File: src/lsa_pkg.sv
// lsa_pkg: constants and carrier types of the frame addressing block
package lsa_pkg;
    localparam logic [5:0] ID_CMD = 6'h3c;
    localparam logic [5:0] ID_READ = 6'h3d;
    localparam logic [5:0] ID_EXTENDED = 6'h3f;
    localparam logic [7:0] BYTE_SLEEP = 8'h00;
    localparam logic [7:0] BYTE_EXT = 8'h80;
    localparam logic [6:0] CMD_GET_POS = 7'h00;
    localparam logic [6:0] CMD_GET_STATUS = 7'h03;
    localparam logic [6:0] CMD_READ_LAST = 7'h03;
    localparam logic [6:0] CMD_SHORT_FIRST = 7'h0c;
    localparam logic [6:0] CMD_SHORT_LAST = 7'h0e;
    localparam logic [6:0] MASK_SHORT = 7'h0f;
    localparam logic [6:0] MASK_FULL = 7'h7f;
    localparam logic [3:0] LEN_2 = 4'h2;
    localparam logic [3:0] LEN_4 = 4'h4;
    localparam logic [3:0] LEN_8 = 4'h8;
    localparam int NUM_PTR = 9;
    localparam int PTR_GP2 = 0;
    localparam int PTR_GP4 = 1;
    localparam int PTR_GET_POS = 2;
    localparam int PTR_GET_STATUS = 3;
    localparam int PTR_APP_FIRST = 4;
    localparam int PTR_APP_LAST = 7;
    localparam int PTR_PREP = 8;
    localparam logic [5:0] DYNID_RESET = 6'h3f;
    localparam logic [7:0] REG_CTRL = 8'h00;
    localparam logic [7:0] REG_ID_A = 8'h04;
    localparam logic [7:0] REG_ID_B = 8'h08;
    localparam logic [7:0] REG_ID_C = 8'h0c;
    localparam logic [7:0] REG_STATUS = 8'h10;
    localparam int CTRL_ENABLE_BIT = 0;
    localparam int CTRL_CLR_PARERR_BIT = 1;
    localparam logic CTRL_ENABLE_RESET = 1'b1;
    localparam int ID_STRIDE = 8;
    localparam int ST_ADDR_LSB = 0;
    localparam int ST_PREP_BIT = 8;
    localparam int ST_MATCH_BIT = 9;
    localparam int ST_PARERR_BIT = 10;
    localparam int ST_CMD_LSB = 16;
    // per address bit a 3-bit index into {programmed, strap}
    localparam logic [20:0] MAP_SEL0 = {3'h6, 3'h5, 3'h4, 3'h3, 3'h2, 3'h1, 3'h0};
    localparam logic [20:0] MAP_SEL1 = {3'h2, 3'h1, 3'h0, 3'h6, 3'h5, 3'h4, 3'h3};

    typedef enum logic {
        PREP_IDLE = 1'b0,
        PREP_HELD = 1'b1
    } lsa_prep_type;

    typedef struct packed {
        logic [7:0] pid;
        logic [63:0] data;
    } lsa_frame_type;

    typedef struct packed {
        logic valid;
        logic [6:0] code;
        logic [3:0] ptr;
        logic [47:0] params;
    } lsa_cmd_type;

    typedef struct packed {
        logic valid;
        logic [6:0] cmd;
        logic [6:0] addr;
    } lsa_resp_type;

    typedef struct packed {
        logic psel;
        logic penable;
        logic pwrite;
        logic [7:0] paddr;
        logic [31:0] pwdata;
    } lsa_apb_type;
endpackage : lsa_pkg

File: src/lsa_frame_addressing.sv
// lsa_frame_addressing: frame classification and node addressing of a lin slave
//
// Summary of operation
// address from programmed bits and strap bits
// full compare, short position four bits
// frames carry 2, 4 or 8 bytes
// master sets bit 7 for application commands
// reserved frame byte 0x00 means sleep
// general purpose: command, flag+address, parameters
// flag one needs match, zero all nodes
// application identifier executes without address check
// node bound identifier acted on by that node
// reserved frame: marker, command, address, parameters
// one addressed slave answers a read header
// direct read identifier only triggers its read
// indirect read needs preceding matching preparation
// every answer carries own node address
// direct read answers without preparation
// 0x3d read answers the prepared command
// preparation stores command and match
// short preparation: flagged command, flagged address
// long preparation: marker, command, address, data
// byte 2 is command only after 0x80
// identifier parity bits, bit 5 zero
// six id bits, two parity bits
// address mapping is a design parameter
// mismatch ignored, preparation cleared next frame
`timescale 1ns/100ps

module lsa_frame_addressing
    import lsa_pkg::*;
#(
    parameter logic [20:0] MAP_FOR_SEL0 = MAP_SEL0,
    parameter logic [20:0] MAP_FOR_SEL1 = MAP_SEL1
) (
    input wire logic core_clk,
    input wire logic sys_rst,
    input wire logic clkEn,
    input wire lsa_apb_type apbReq,
    output logic [31:0] prdata,
    output logic pready,
    output logic pslverr,
    input wire logic [3:0] programmed_address_bits,
    input wire logic address_mapping_select,
    input wire logic [2:0] strap_address_bits,
    input wire logic hdrValid,
    input wire logic [7:0] hdrPid,
    input wire logic frameValid,
    input wire lsa_frame_type frameIn,
    output lsa_cmd_type cmdOut,
    output logic sleepReq,
    output lsa_resp_type respOut,
    output logic [6:0] nodeAddr
);

    typedef struct packed {
        logic [2:0] strapS1;
        logic [2:0] strapS2;
        logic [2:0] strapS3;
        logic [2:0] strapStable;
        logic enable;
        logic [NUM_PTR-1:0][5:0] dynId;
        lsa_prep_type prep;
        logic [6:0] prepCmd;
        logic prepMatch;
        logic parErr;
        lsa_cmd_type cmd;
        logic sleep;
        lsa_resp_type resp;
        logic [31:0] rdata;
        logic slvErr;
    } lsa_state_type;

    lsa_state_type st_reg;
    lsa_state_type st_next;

    function automatic logic [7:0] byteOf(input logic [63:0] d, input int n);
        byteOf = d[8*(n-1) +: 8];
    endfunction : byteOf

    // lin identifier parity over the six id bits
    function automatic logic [7:0] protect(input logic [5:0] id);
        logic p0;
        logic p1;
        p0 = id[0] ^ id[1] ^ id[2] ^ id[4];
        p1 = ~(id[1] ^ id[3] ^ id[4] ^ id[5]);
        protect = {p1, p0, id};
    endfunction : protect

    function automatic logic [3:0] lenOf(input logic [5:0] id);
        case (id[5:4])
            2'b10: lenOf = LEN_4;
            2'b11: lenOf = LEN_8;
            default: lenOf = LEN_2;
        endcase
    endfunction : lenOf

    // zero the bytes a short frame never carried
    function automatic logic [63:0] trim(input logic [63:0] d, input logic [3:0] len);
        logic [63:0] m;
        m = '1;
        if (len == LEN_2) begin
            m = 64'h0000_0000_0000_ffff;
        end else if (len == LEN_4) begin
            m = 64'h0000_0000_ffff_ffff;
        end
        trim = d & m;
    endfunction : trim

    function automatic logic addrHit(input logic [6:0] a, input logic [6:0] own,
                                     input logic [6:0] cmd);
        logic [6:0] m;
        m = MASK_FULL;
        if (cmd >= CMD_SHORT_FIRST && cmd <= CMD_SHORT_LAST) begin
            m = MASK_SHORT;
        end
        addrHit = ((a ^ own) & m) == 7'h00;
    endfunction : addrHit

    function automatic logic [6:0] mapAddr(input logic [3:0] pa, input logic [2:0] hw,
                                           input logic [20:0] map);
        logic [6:0] src;
        src = {pa, hw};
        for (int i = 0; i < 7; i++) begin
            mapAddr[i] = src[map[3*i +: 3]];
        end
    endfunction : mapAddr

    function automatic lsa_cmd_type mkCmd(input logic [6:0] code, input int ptr,
                                          input logic [47:0] params);
        mkCmd.valid = 1'b1;
        mkCmd.code = code;
        mkCmd.ptr = ptr[3:0];
        mkCmd.params = params;
    endfunction : mkCmd

    logic [6:0] ownAddr;

    // otp bits are static, so they need no synchroniser
    assign ownAddr = mapAddr(programmed_address_bits, st_reg.strapStable,
                             address_mapping_select ? MAP_FOR_SEL1 : MAP_FOR_SEL0);

    always_comb begin
        lsa_state_type n;
        logic [5:0] id;
        logic [63:0] d;
        logic [7:0] cmd;
        logic [7:0] adr;
        logic isDirect;
        logic isApp;
        logic [31:0] rd;
        logic hit;
        logic parEvt;
        n = st_reg;
        id = frameIn.pid[5:0];
        d = trim(frameIn.data, lenOf(id));
        cmd = 8'h00;
        adr = 8'h00;
        parEvt = 1'b0;
        isDirect = 1'b0;
        isApp = 1'b0;
        rd = 32'h0000_0000;
        hit = 1'b1;
        n.cmd.valid = 1'b0;
        n.sleep = 1'b0;
        n.resp.valid = 1'b0;

        // strap pins: three stages, accept once stages two and three agree
        n.strapS1 = strap_address_bits;
        n.strapS2 = st_reg.strapS1;
        n.strapS3 = st_reg.strapS2;
        if (st_reg.strapS2 == st_reg.strapS3) begin
            n.strapStable = st_reg.strapS3;
        end

        // writing and preparing frames, data already received
        if (frameValid && st_reg.enable) begin
            for (int p = 0; p < NUM_PTR; p++) begin
                if (id == st_reg.dynId[p] && (p == PTR_GET_POS || p == PTR_GET_STATUS)) begin
                    isDirect = 1'b1;
                end
                if (id == st_reg.dynId[p] && p >= PTR_APP_FIRST && p <= PTR_APP_LAST) begin
                    isApp = 1'b1;
                end
            end
            if (frameIn.pid != protect(id)) begin
                parEvt = 1'b1;
                n.parErr = 1'b1;
            end else if (id == ID_EXTENDED) begin
                n.cmd.valid = 1'b0;
            end else if (id == ID_CMD) begin
                cmd = byteOf(d, 2);
                adr = byteOf(d, 3);
                if (byteOf(d, 1) == BYTE_SLEEP) begin
                    n.sleep = 1'b1;
                end else if (byteOf(d, 1) == BYTE_EXT) begin
                    hit = !adr[7] || addrHit(adr[6:0], ownAddr, cmd[6:0]);
                    if (cmd[7] && cmd[6:0] <= CMD_READ_LAST) begin
                        n.prep = PREP_HELD;
                        n.prepCmd = cmd[6:0];
                        n.prepMatch = adr[7] && hit;
                    end else if (hit) begin
                        n.cmd = mkCmd(cmd[6:0], PTR_PREP + 1, {d[63:32], 16'h0000});
                    end
                end
            end else if (isDirect) begin
                n.cmd.valid = 1'b0;
            end else if (id == st_reg.dynId[PTR_GP2] || id == st_reg.dynId[PTR_GP4]) begin
                adr = byteOf(d, 2);
                hit = !adr[7] || addrHit(adr[6:0], ownAddr, d[6:0]);
                if (hit) begin
                    n.cmd = mkCmd(d[6:0], (id == st_reg.dynId[PTR_GP2]) ? PTR_GP2 : PTR_GP4,
                                  {16'h0000, d[31:16], 16'h0000});
                end
            end else if (isApp) begin
                // node bound identifiers live only in the owning node's table
                for (int p = PTR_APP_FIRST; p <= PTR_APP_LAST; p++) begin
                    if (id == st_reg.dynId[p]) begin
                        n.cmd = mkCmd(7'h00, p, d[47:0]);
                    end
                end
            end else if (id == st_reg.dynId[PTR_PREP] && !frameIn.pid[5]) begin
                cmd = byteOf(d, 1);
                adr = byteOf(d, 2);
                if (cmd[7] && adr[7]) begin
                    n.prep = PREP_HELD;
                    n.prepCmd = cmd[6:0];
                    n.prepMatch = addrHit(adr[6:0], ownAddr, MASK_FULL);
                end
            end
        end

        // a header opens the next frame: answer, then drop the preparation
        if (hdrValid && st_reg.enable) begin
            id = hdrPid[5:0];
            if (hdrPid != protect(id)) begin
                parEvt = 1'b1;
                n.parErr = 1'b1;
            end else if (id == ID_READ) begin
                if (n.prep == PREP_HELD && n.prepMatch) begin
                    n.resp.valid = 1'b1;
                    n.resp.cmd = n.prepCmd;
                end
            end else if (id == st_reg.dynId[PTR_GET_POS]) begin
                n.resp.valid = 1'b1;
                n.resp.cmd = CMD_GET_POS;
            end else if (id == st_reg.dynId[PTR_GET_STATUS]) begin
                n.resp.valid = 1'b1;
                n.resp.cmd = CMD_GET_STATUS;
            end
            n.resp.addr = ownAddr;
            if (!(frameValid && n.prep == PREP_HELD && st_reg.prep == PREP_IDLE)) begin
                n.prep = PREP_IDLE;
                n.prepMatch = 1'b0;
            end
        end

        // apb: data is latched in setup; the access phase waits only while clkEn is low
        case (apbReq.paddr)
            REG_CTRL: rd[CTRL_ENABLE_BIT] = st_reg.enable;
            REG_ID_A: begin
                for (int p = 0; p < 4; p++) begin
                    rd[ID_STRIDE*p +: 6] = st_reg.dynId[p];
                end
            end
            REG_ID_B: begin
                for (int p = 0; p < 4; p++) begin
                    rd[ID_STRIDE*p +: 6] = st_reg.dynId[p+4];
                end
            end
            REG_ID_C: rd[5:0] = st_reg.dynId[PTR_PREP];
            REG_STATUS: begin
                rd[ST_ADDR_LSB +: 7] = ownAddr;
                rd[ST_PREP_BIT] = st_reg.prep == PREP_HELD;
                rd[ST_MATCH_BIT] = st_reg.prepMatch;
                rd[ST_PARERR_BIT] = st_reg.parErr;
                rd[ST_CMD_LSB +: 7] = st_reg.prepCmd;
            end
            default: rd = 32'h0000_0000;
        endcase
        if (apbReq.psel && !apbReq.penable) begin
            n.rdata = apbReq.pwrite ? 32'h0000_0000 : rd;
            n.slvErr = !(apbReq.paddr inside {REG_CTRL, REG_ID_A, REG_ID_B, REG_ID_C,
                                              REG_STATUS});
        end
        if (apbReq.psel && apbReq.penable && apbReq.pwrite && !st_reg.slvErr) begin
            case (apbReq.paddr)
                REG_CTRL: begin
                    n.enable = apbReq.pwdata[CTRL_ENABLE_BIT];
                    // a parity event in the same cycle wins over the clear
                    if (apbReq.pwdata[CTRL_CLR_PARERR_BIT] && !parEvt) begin
                        n.parErr = 1'b0;
                    end
                end
                REG_ID_A: begin
                    for (int p = 0; p < 4; p++) begin
                        n.dynId[p] = apbReq.pwdata[ID_STRIDE*p +: 6];
                    end
                end
                REG_ID_B: begin
                    for (int p = 0; p < 4; p++) begin
                        n.dynId[p+4] = apbReq.pwdata[ID_STRIDE*p +: 6];
                    end
                end
                REG_ID_C: n.dynId[PTR_PREP] = apbReq.pwdata[5:0];
                default: n.enable = n.enable;
            endcase
        end

        st_next = clkEn ? n : st_reg;
    end

    always_ff @(posedge core_clk) begin
        if (sys_rst) begin
            st_reg <= '0;
            st_reg.enable <= CTRL_ENABLE_RESET;
            for (int p = 0; p < NUM_PTR; p++) begin
                st_reg.dynId[p] <= DYNID_RESET;
            end
            st_reg.prep <= PREP_IDLE;
        end else begin
            st_reg <= st_next;
        end
    end

    assign prdata = st_reg.rdata;
    assign pslverr = st_reg.slvErr && apbReq.psel && apbReq.penable;
    assign pready = clkEn;
    assign cmdOut = st_reg.cmd;
    assign sleepReq = st_reg.sleep;
    assign respOut = st_reg.resp;
    assign nodeAddr = ownAddr;

endmodule : lsa_frame_addressing

File: config.mk
export PLATFORM = sky130hd
export DESIGN_NAME = lsa_frame_addressing
export DESIGN_NICKNAME = d
export VERILOG_FILES = /design/src/lsa_pkg.sv /design/src/lsa_frame_addressing.sv
export SDC_FILE = /design/constraint.sdc
export NUM_CORES = 1
export LEC_CHECK = 0
export ABC_AREA = 1
export ABC_CLOCK_PERIOD_IN_PS = 2950
export BUFFER_PORTS_ARGS = -buffer_cell sky130_fd_sc_hd__buf_4
export CAP_MARGIN = 20
export CORE_MARGIN = 2
export CORE_UTILIZATION = 54
export DETAILED_ROUTE_END_ITERATION = 6
export PLACE_DENSITY_LB_ADDON = 0.05
export SETUP_SLACK_MARGIN = 0.02
export SLEW_MARGIN = 10
export SYNTH_ARGS = -nofsm -noshare
export SYNTH_HDL_FRONTEND = slang
export SYNTH_SLANG_ARGS = --single-unit
File: constraint.sdc
create_clock -name core_clk -period 2.95 [get_ports core_clk]
set_input_delay 0.59 -clock core_clk [delete_from_list [all_inputs] [get_ports core_clk]]
set_output_delay 0.59 -clock core_clk [all_outputs]
set_load 0.01 [all_outputs]
### Yosys cells after proc, flatten, opt, wreduce, memory -nomap -nowiden

Index checks and enable logic that the tools add are counted.

* muxes and demuxes: 100
* $lt $le $gt $ge: 12
* eq/ne operators: 33
* bitwise operators: 23
* reduce and logical (&&, ||, !) cells: 46

Operators with widths (count)
* 60-bit 2-to-1 mux: 13
* 64-bit 2-to-1 mux: 2
* 9-bit 2-to-1 mux: 11
* 7-bit 2-to-1 mux: 14
* 71-bit 2-to-1 mux: 1
* 6-bit equality test: 11
* 64-bit bitwise AND: 1
* 61-bit 2-to-1 mux: 1
* 59-bit 2-to-1 mux: 1
* 8-bit 2-to-1 mux: 5
* 1-bit 2-to-1 mux: 34
* 30-bit 2-to-1 mux: 1
* 3-bit by 4-bit less-than comparator with 1-bit output, second input constant: 7
* 1-bit binary-select mux with 3-bit select: 7
* 7-bit logical NOT: 3
* 21-bit 2-to-1 mux: 1
* 5-bit one-hot mux with 4 select lines: 1
* 6-bit equality test, second input constant: 3
* 1-bit logical AND: 18
* 6-bit one-hot mux with 3 select lines: 1
* 8-bit by 4-bit equality test with 1-bit output, second input constant: 2
* 8-bit logical NOT: 2
* 15-bit 2-to-1 mux: 1
* 7-bit bitwise AND: 2
* 32 further kinds: 71

* input bits: 136
* output and inout bits: 117
* logic and storage cells: 242
* bits in registers: 186

### Logic depth before layout (Yosys ltp)

* word-level depth: 33
* gate-level depth with buffers: 20
* depth with buffers taken out: 19

### Worst setup path after synthesis

OpenSTA, ideal clock, no wires.

* path type: input port to flip-flop
* start point: input frameIn[64] (netlist name)
* end point: register st_reg, in the netlist cmdOut[48]
* path slack: 369 ps
* required time: 2832 ps
* setup time: 118 ps
* buffers on the path: 2
* arrival time: 2463 ps
* cell stages on the path: 13
* path through: buf_4 -> clkinv_2 -> ha_1 -> xnor2_1 -> xnor2_2 -> nand4_2 -> inv_2 -> nand2_1 -> nor2_2 -> nand2_4 -> buf_2 -> nor3_1 -> nor2_1

* word-level cells in the longest chain between the ends: 8
* elaborated cells on any way between the ends: 43
* those cells by class: 17 x eq/ne; 17 x mux; 5 x bitwise; 4 x reduce/logical

RTL lines
* from (decl): RTL line lsa_frame_addressing.sv:49 `input wire lsa_frame_type frameIn,`
* 6-bit equality test: RTL line lsa_frame_addressing.sv:182, lsa_frame_addressing.sv:218
* 1-bit 2-to-1 mux or 60-bit 2-to-1 mux (tied branches) (3 in a row): RTL line lsa_frame_addressing.sv:182, lsa_frame_addressing.sv:218
* 1-bit 2-to-1 mux or 60-bit 2-to-1 mux (tied branches): RTL line lsa_frame_addressing.sv:182, lsa_frame_addressing.sv:215
* 1-bit 2-to-1 mux or 60-bit 2-to-1 mux (tied branches): RTL line lsa_frame_addressing.sv:177, lsa_frame_addressing.sv:208
* 3-bit nonzero test (no line) or 59-bit 2-to-1 mux (tied branches)
* 12-bit AND reduction (no line) or 60-bit 2-to-1 mux (tied branches)
* to (signal assigned): RTL line lsa_frame_addressing.sv:322 `st_reg <= st_next;`
* to (decl): RTL line lsa_frame_addressing.sv:74 `lsa_state_type st_reg;`

Parallel ways exist; a longest one is shown, timed or not. The select of a mux whose other input is x is not followed.
A chain may end at the register's enable or synchronous reset.

### Worst setup path in the final report

* start point: input frameIn[64] (netlist name)
* end point: register st_reg, in the netlist cmdOut[28]

Same word-level chain as after synthesis.

==> flow_metrics.tcl <==
set metrics [dict create \
    drive_gt1_share_pct 21.1 \
    yosys-top-cells-area "dfxtp_1, nand2_1, buf_4" \
    worstPathRequired_ps 3340 \
    yosys.area_share.adder_pct 0.363 \
    outcome "finished clean" \
    crit_chain "buf_4 > clkinv_2 > ha_1 > xnor2_1 > xnor2_2 > nand4_2 > inv_2 > nand2_1 > nor2_2 > nand2_4 > inv_2 > buf_12 > o21ai_0 > nor2_1" \
    grt-ovfl-total 0 \
    synth_most_common_cell "nand2_1" \
    synth_area_um2 10400 \
    die_h_um 142 \
    reg2reg_depth 15 \
    grt.total_usage_pct 31.3 \
    synth-compound-area-share_pct 16.4 \
    portBuffers 238 \
    synth_seq_cells 180 \
    antenna_found_initial 0 \
    ys.flop_type "dfxtp_1" \
    wl_per_cell_um 16.9 \
    io-pin-count 253 \
    die_w_um 142 \
    p_sw_share_pct 28.2 \
    netSwitchingPower_mw 1.50 \
    ir_drop_mv 0.445 \
    synthSimpleGateAreaFrac_pct 28.4 \
    ctsResizeCount 0 \
    rows 50 \
    cp-start-kind "input pin" \
    synth_top_area_cell "dfxtp_1" \
    grt_pass1_vias 9399 \
    root_buffer "clkbuf_16" \
    clock-sinks 180 \
    htree_levels 4 \
    crit_top_cell "inv_2" \
    grt_pass1_wl_um 49300 \
    max_freq_ghz 0.417 \
    synth_xor_area_share_pct 2.78 \
    p_int_mw 3.82 \
    synthToLayoutAreaGrowth_pct 17.1 \
    largest_reg_flops 78 \
    seq_area_frac_synth_pct 34.8 \
    hold_start "strap_address_bits[1]" \
    setup_viol 0 \
    cp-end-kind "flip-flop" \
    synth_top_family_by_area "simple AND/OR/NAND/NOR gates" \
    finalClockSkew_ps 10.5 \
    syn_area_per_cell_um2 6.71 \
    cp-endpoint "cmdOut[28]$_SDFFE_PP0P_" \
    dp_hpwl_um 23900 \
    clk_pin_slew_ps 80 \
    min_period_over_period_pct 81.3 \
    cp_max_fo 26 \
    cts-buffers-inserted 17 \
    clk_latency_ps 450 \
    rsz0062_at_grt "no" \
    route.detailed.drc 0 \
    gr-usage-met1_pct 38.6 \
    drt-total-wl_um 32300 \
    grt_max_degree 99 \
    cts_tree "yes" \
    hold_violations 0 \
    rr_startpoint "st_reg[129]$_SDFFE_PP1P_" \
    busiest_layer "met2" \
    viasPerCell 5.40 \
    clockBufferDepth 2 \
    num-fill-cells 1782 \
    seqPwrFrac_pct 46.3 \
    synth_top_area_share_pct 34.8 \
    combinationalPowerShare_pct 11.7 \
    path_class "input pin to flip-flop" \
    p_per_area_nw_per_um2 438 \
    drt_first_pass_iters 6 \
    max_stage_delay_ps 300 \
    r2r_setup_slack_ps 600 \
    gp_congestion 0.959 \
    clockPowerShare_pct 42.0 \
    synthTopCellsByCount "nand2_1, dfxtp_1, inv_1" \
    period_minus_slack_ps 2400 \
    synth_edf_count 0 \
    die_area_um2 20300 \
    worstMarginPinSlew_ps 1010 \
    met2_usage_pct 52.8 \
    fin_area_um2 12100 \
    reg2reg_to "cmdOut[28]$_SDFFE_PP0P_" \
    vias 10300 \
    drt_iter0_drc 899 \
    whs_ps 381 \
    core_um2 18800 \
    critPathLaunch "frameIn[64]" \
    muxShareOfSynthArea_pct 0 \
    placed_area_um2 11600 \
    nets 1801 \
    slowest_stage "ha_1" \
    start_util_pct 55.2 \
    drv_slew 0 \
    setup_tns_ps 0 \
    antennaDiodeCount 0 \
    syn_inst 1544 \
    met3_usage_pct 4.51 \
    crit_arrival_ps 2780 \
    post_cts_buffers 0 \
    synth_cell_types 51 \
    min_path_type "input pin to flip-flop" \
    ctsHoldBuffers 0 \
    maxCapViolations 0 \
    relSlewSlack_pct 32.0 \
    postRouteAntennaNets 0 \
    async_flop_share_pct 0 \
    yosys_warnings 0 \
    p_leak_nw 6.27 \
]
critical path: cells and delay by family:
| kind | cells | cell delay [ps] |
|---|---|---|
| AO/OA/AOI/OAI | 1 | 100 |
| buffers and inverters | 5 | 680 |
| adder cells (fa/ha/maj) | 1 | 300 |
| XOR/XNOR | 2 | 430 |
| AND/OR/NAND/NOR | 5 | 680 |
power by group through the flow:
stage          Clock [mW]  Combinational [mW]  Sequential (mW)
3_3_place_gp            0               0.606             2.52
5_1_grt              2.34               0.678             2.46
2_1_floorplan           0               0.338             2.51
3_5_place_dp            0               0.611             2.52
4_1_cts              2.24               0.614             2.46
6_report             2.23               0.622             2.46
per-layer routing:
layer / share of wire, % / vias to the layer above
met5: 0 / -
met4: 5.0 / 0
met3: 6.6 / 96
met2: 47 / 429
met1: 41 / 4692
li1: - / 5093
cell families after synthesis:
family | Yosys count
fa+ha+maj | 3
compound gates | 295
simple gates | 694
other cells | 1
buf+inv | 339
flops | 180
xor+xnor | 32
metrics by stage:
step / power [mW] / util (%) / setup slack (ps) / cells
floorplan: 2.85 / - / 369 / 1549
global placement: 3.12 / 61.6 / 152 / 1877
detailed placement: 3.13 / 61.6 / 113 / 1877
CTS: 5.31 / 64.6 / 575 / 1909
global route: 5.48 / 64.6 / 322 / 1909
finish: 5.31 / 64.6 / 551 / 1909
how the worst min path moves through the flow:
stage	to	slack [ps]	depth (start not counted)
floorplan	respOut[10]$_SDFFE_PP0P_	440	2
global placement	cmdOut[59]$_SDFFE_PP0P_	450	2
detailed placement	cmdOut[54]$_SDFFE_PP0P_	460	2
CTS	st_reg[184]$_SDFFE_PP0P_	380	3
global route	st_reg[183]$_SDFFE_PP0P_	380	3
finish	st_reg[184]$_SDFFE_PP0P_	380	3
area by class of cell:
class                      count  area (um^2)  area share [%]
inverter                     161          611            5.04
tap                          234          293            2.42
timing repair buffer         272         2070            17.1
sequential                   180         3600            29.7
clock buffer                  18          429            3.54
multi-input combinational   1030         4990            41.1
clock inverter                14          133            1.09
layout by cell type (no fill, tap or decap), types with 3 or more instances in the layout:
| cell | instances |
|---|---|
| nor2_1 | 123 |
| buf_4 | 270 |
| o21ai_0 | 91 |
| nand2_2 | 11 |
| nand3_1 | 64 |
| nor2_4 | 3 |
| xnor2_1 | 8 |
| nand2_1 | 451 |
| ha_1 | 3 |
| inv_8 | 4 |
| inv_1 | 137 |
| o22ai_1 | 20 |
| inv_2 | 14 |
| nor4_1 | 6 |
| o221ai_1 | 7 |
| inv_6 | 5 |
| clkinv_1 | 7 |
| xor2_1 | 23 |
| a21oi_1 | 101 |
| nand3_2 | 3 |
| o21ai_1 | 9 |
| nand4_1 | 9 |
| nand2_4 | 4 |
| conb_1 | 6 |
| o211ai_1 | 57 |
| clkinv_2 | 3 |
| nor3_1 | 6 |
| dfxtp_1 | 180 |
| clkbuf_16 | 17 |
Note: power is estimated with default switching activity, not from simulation.
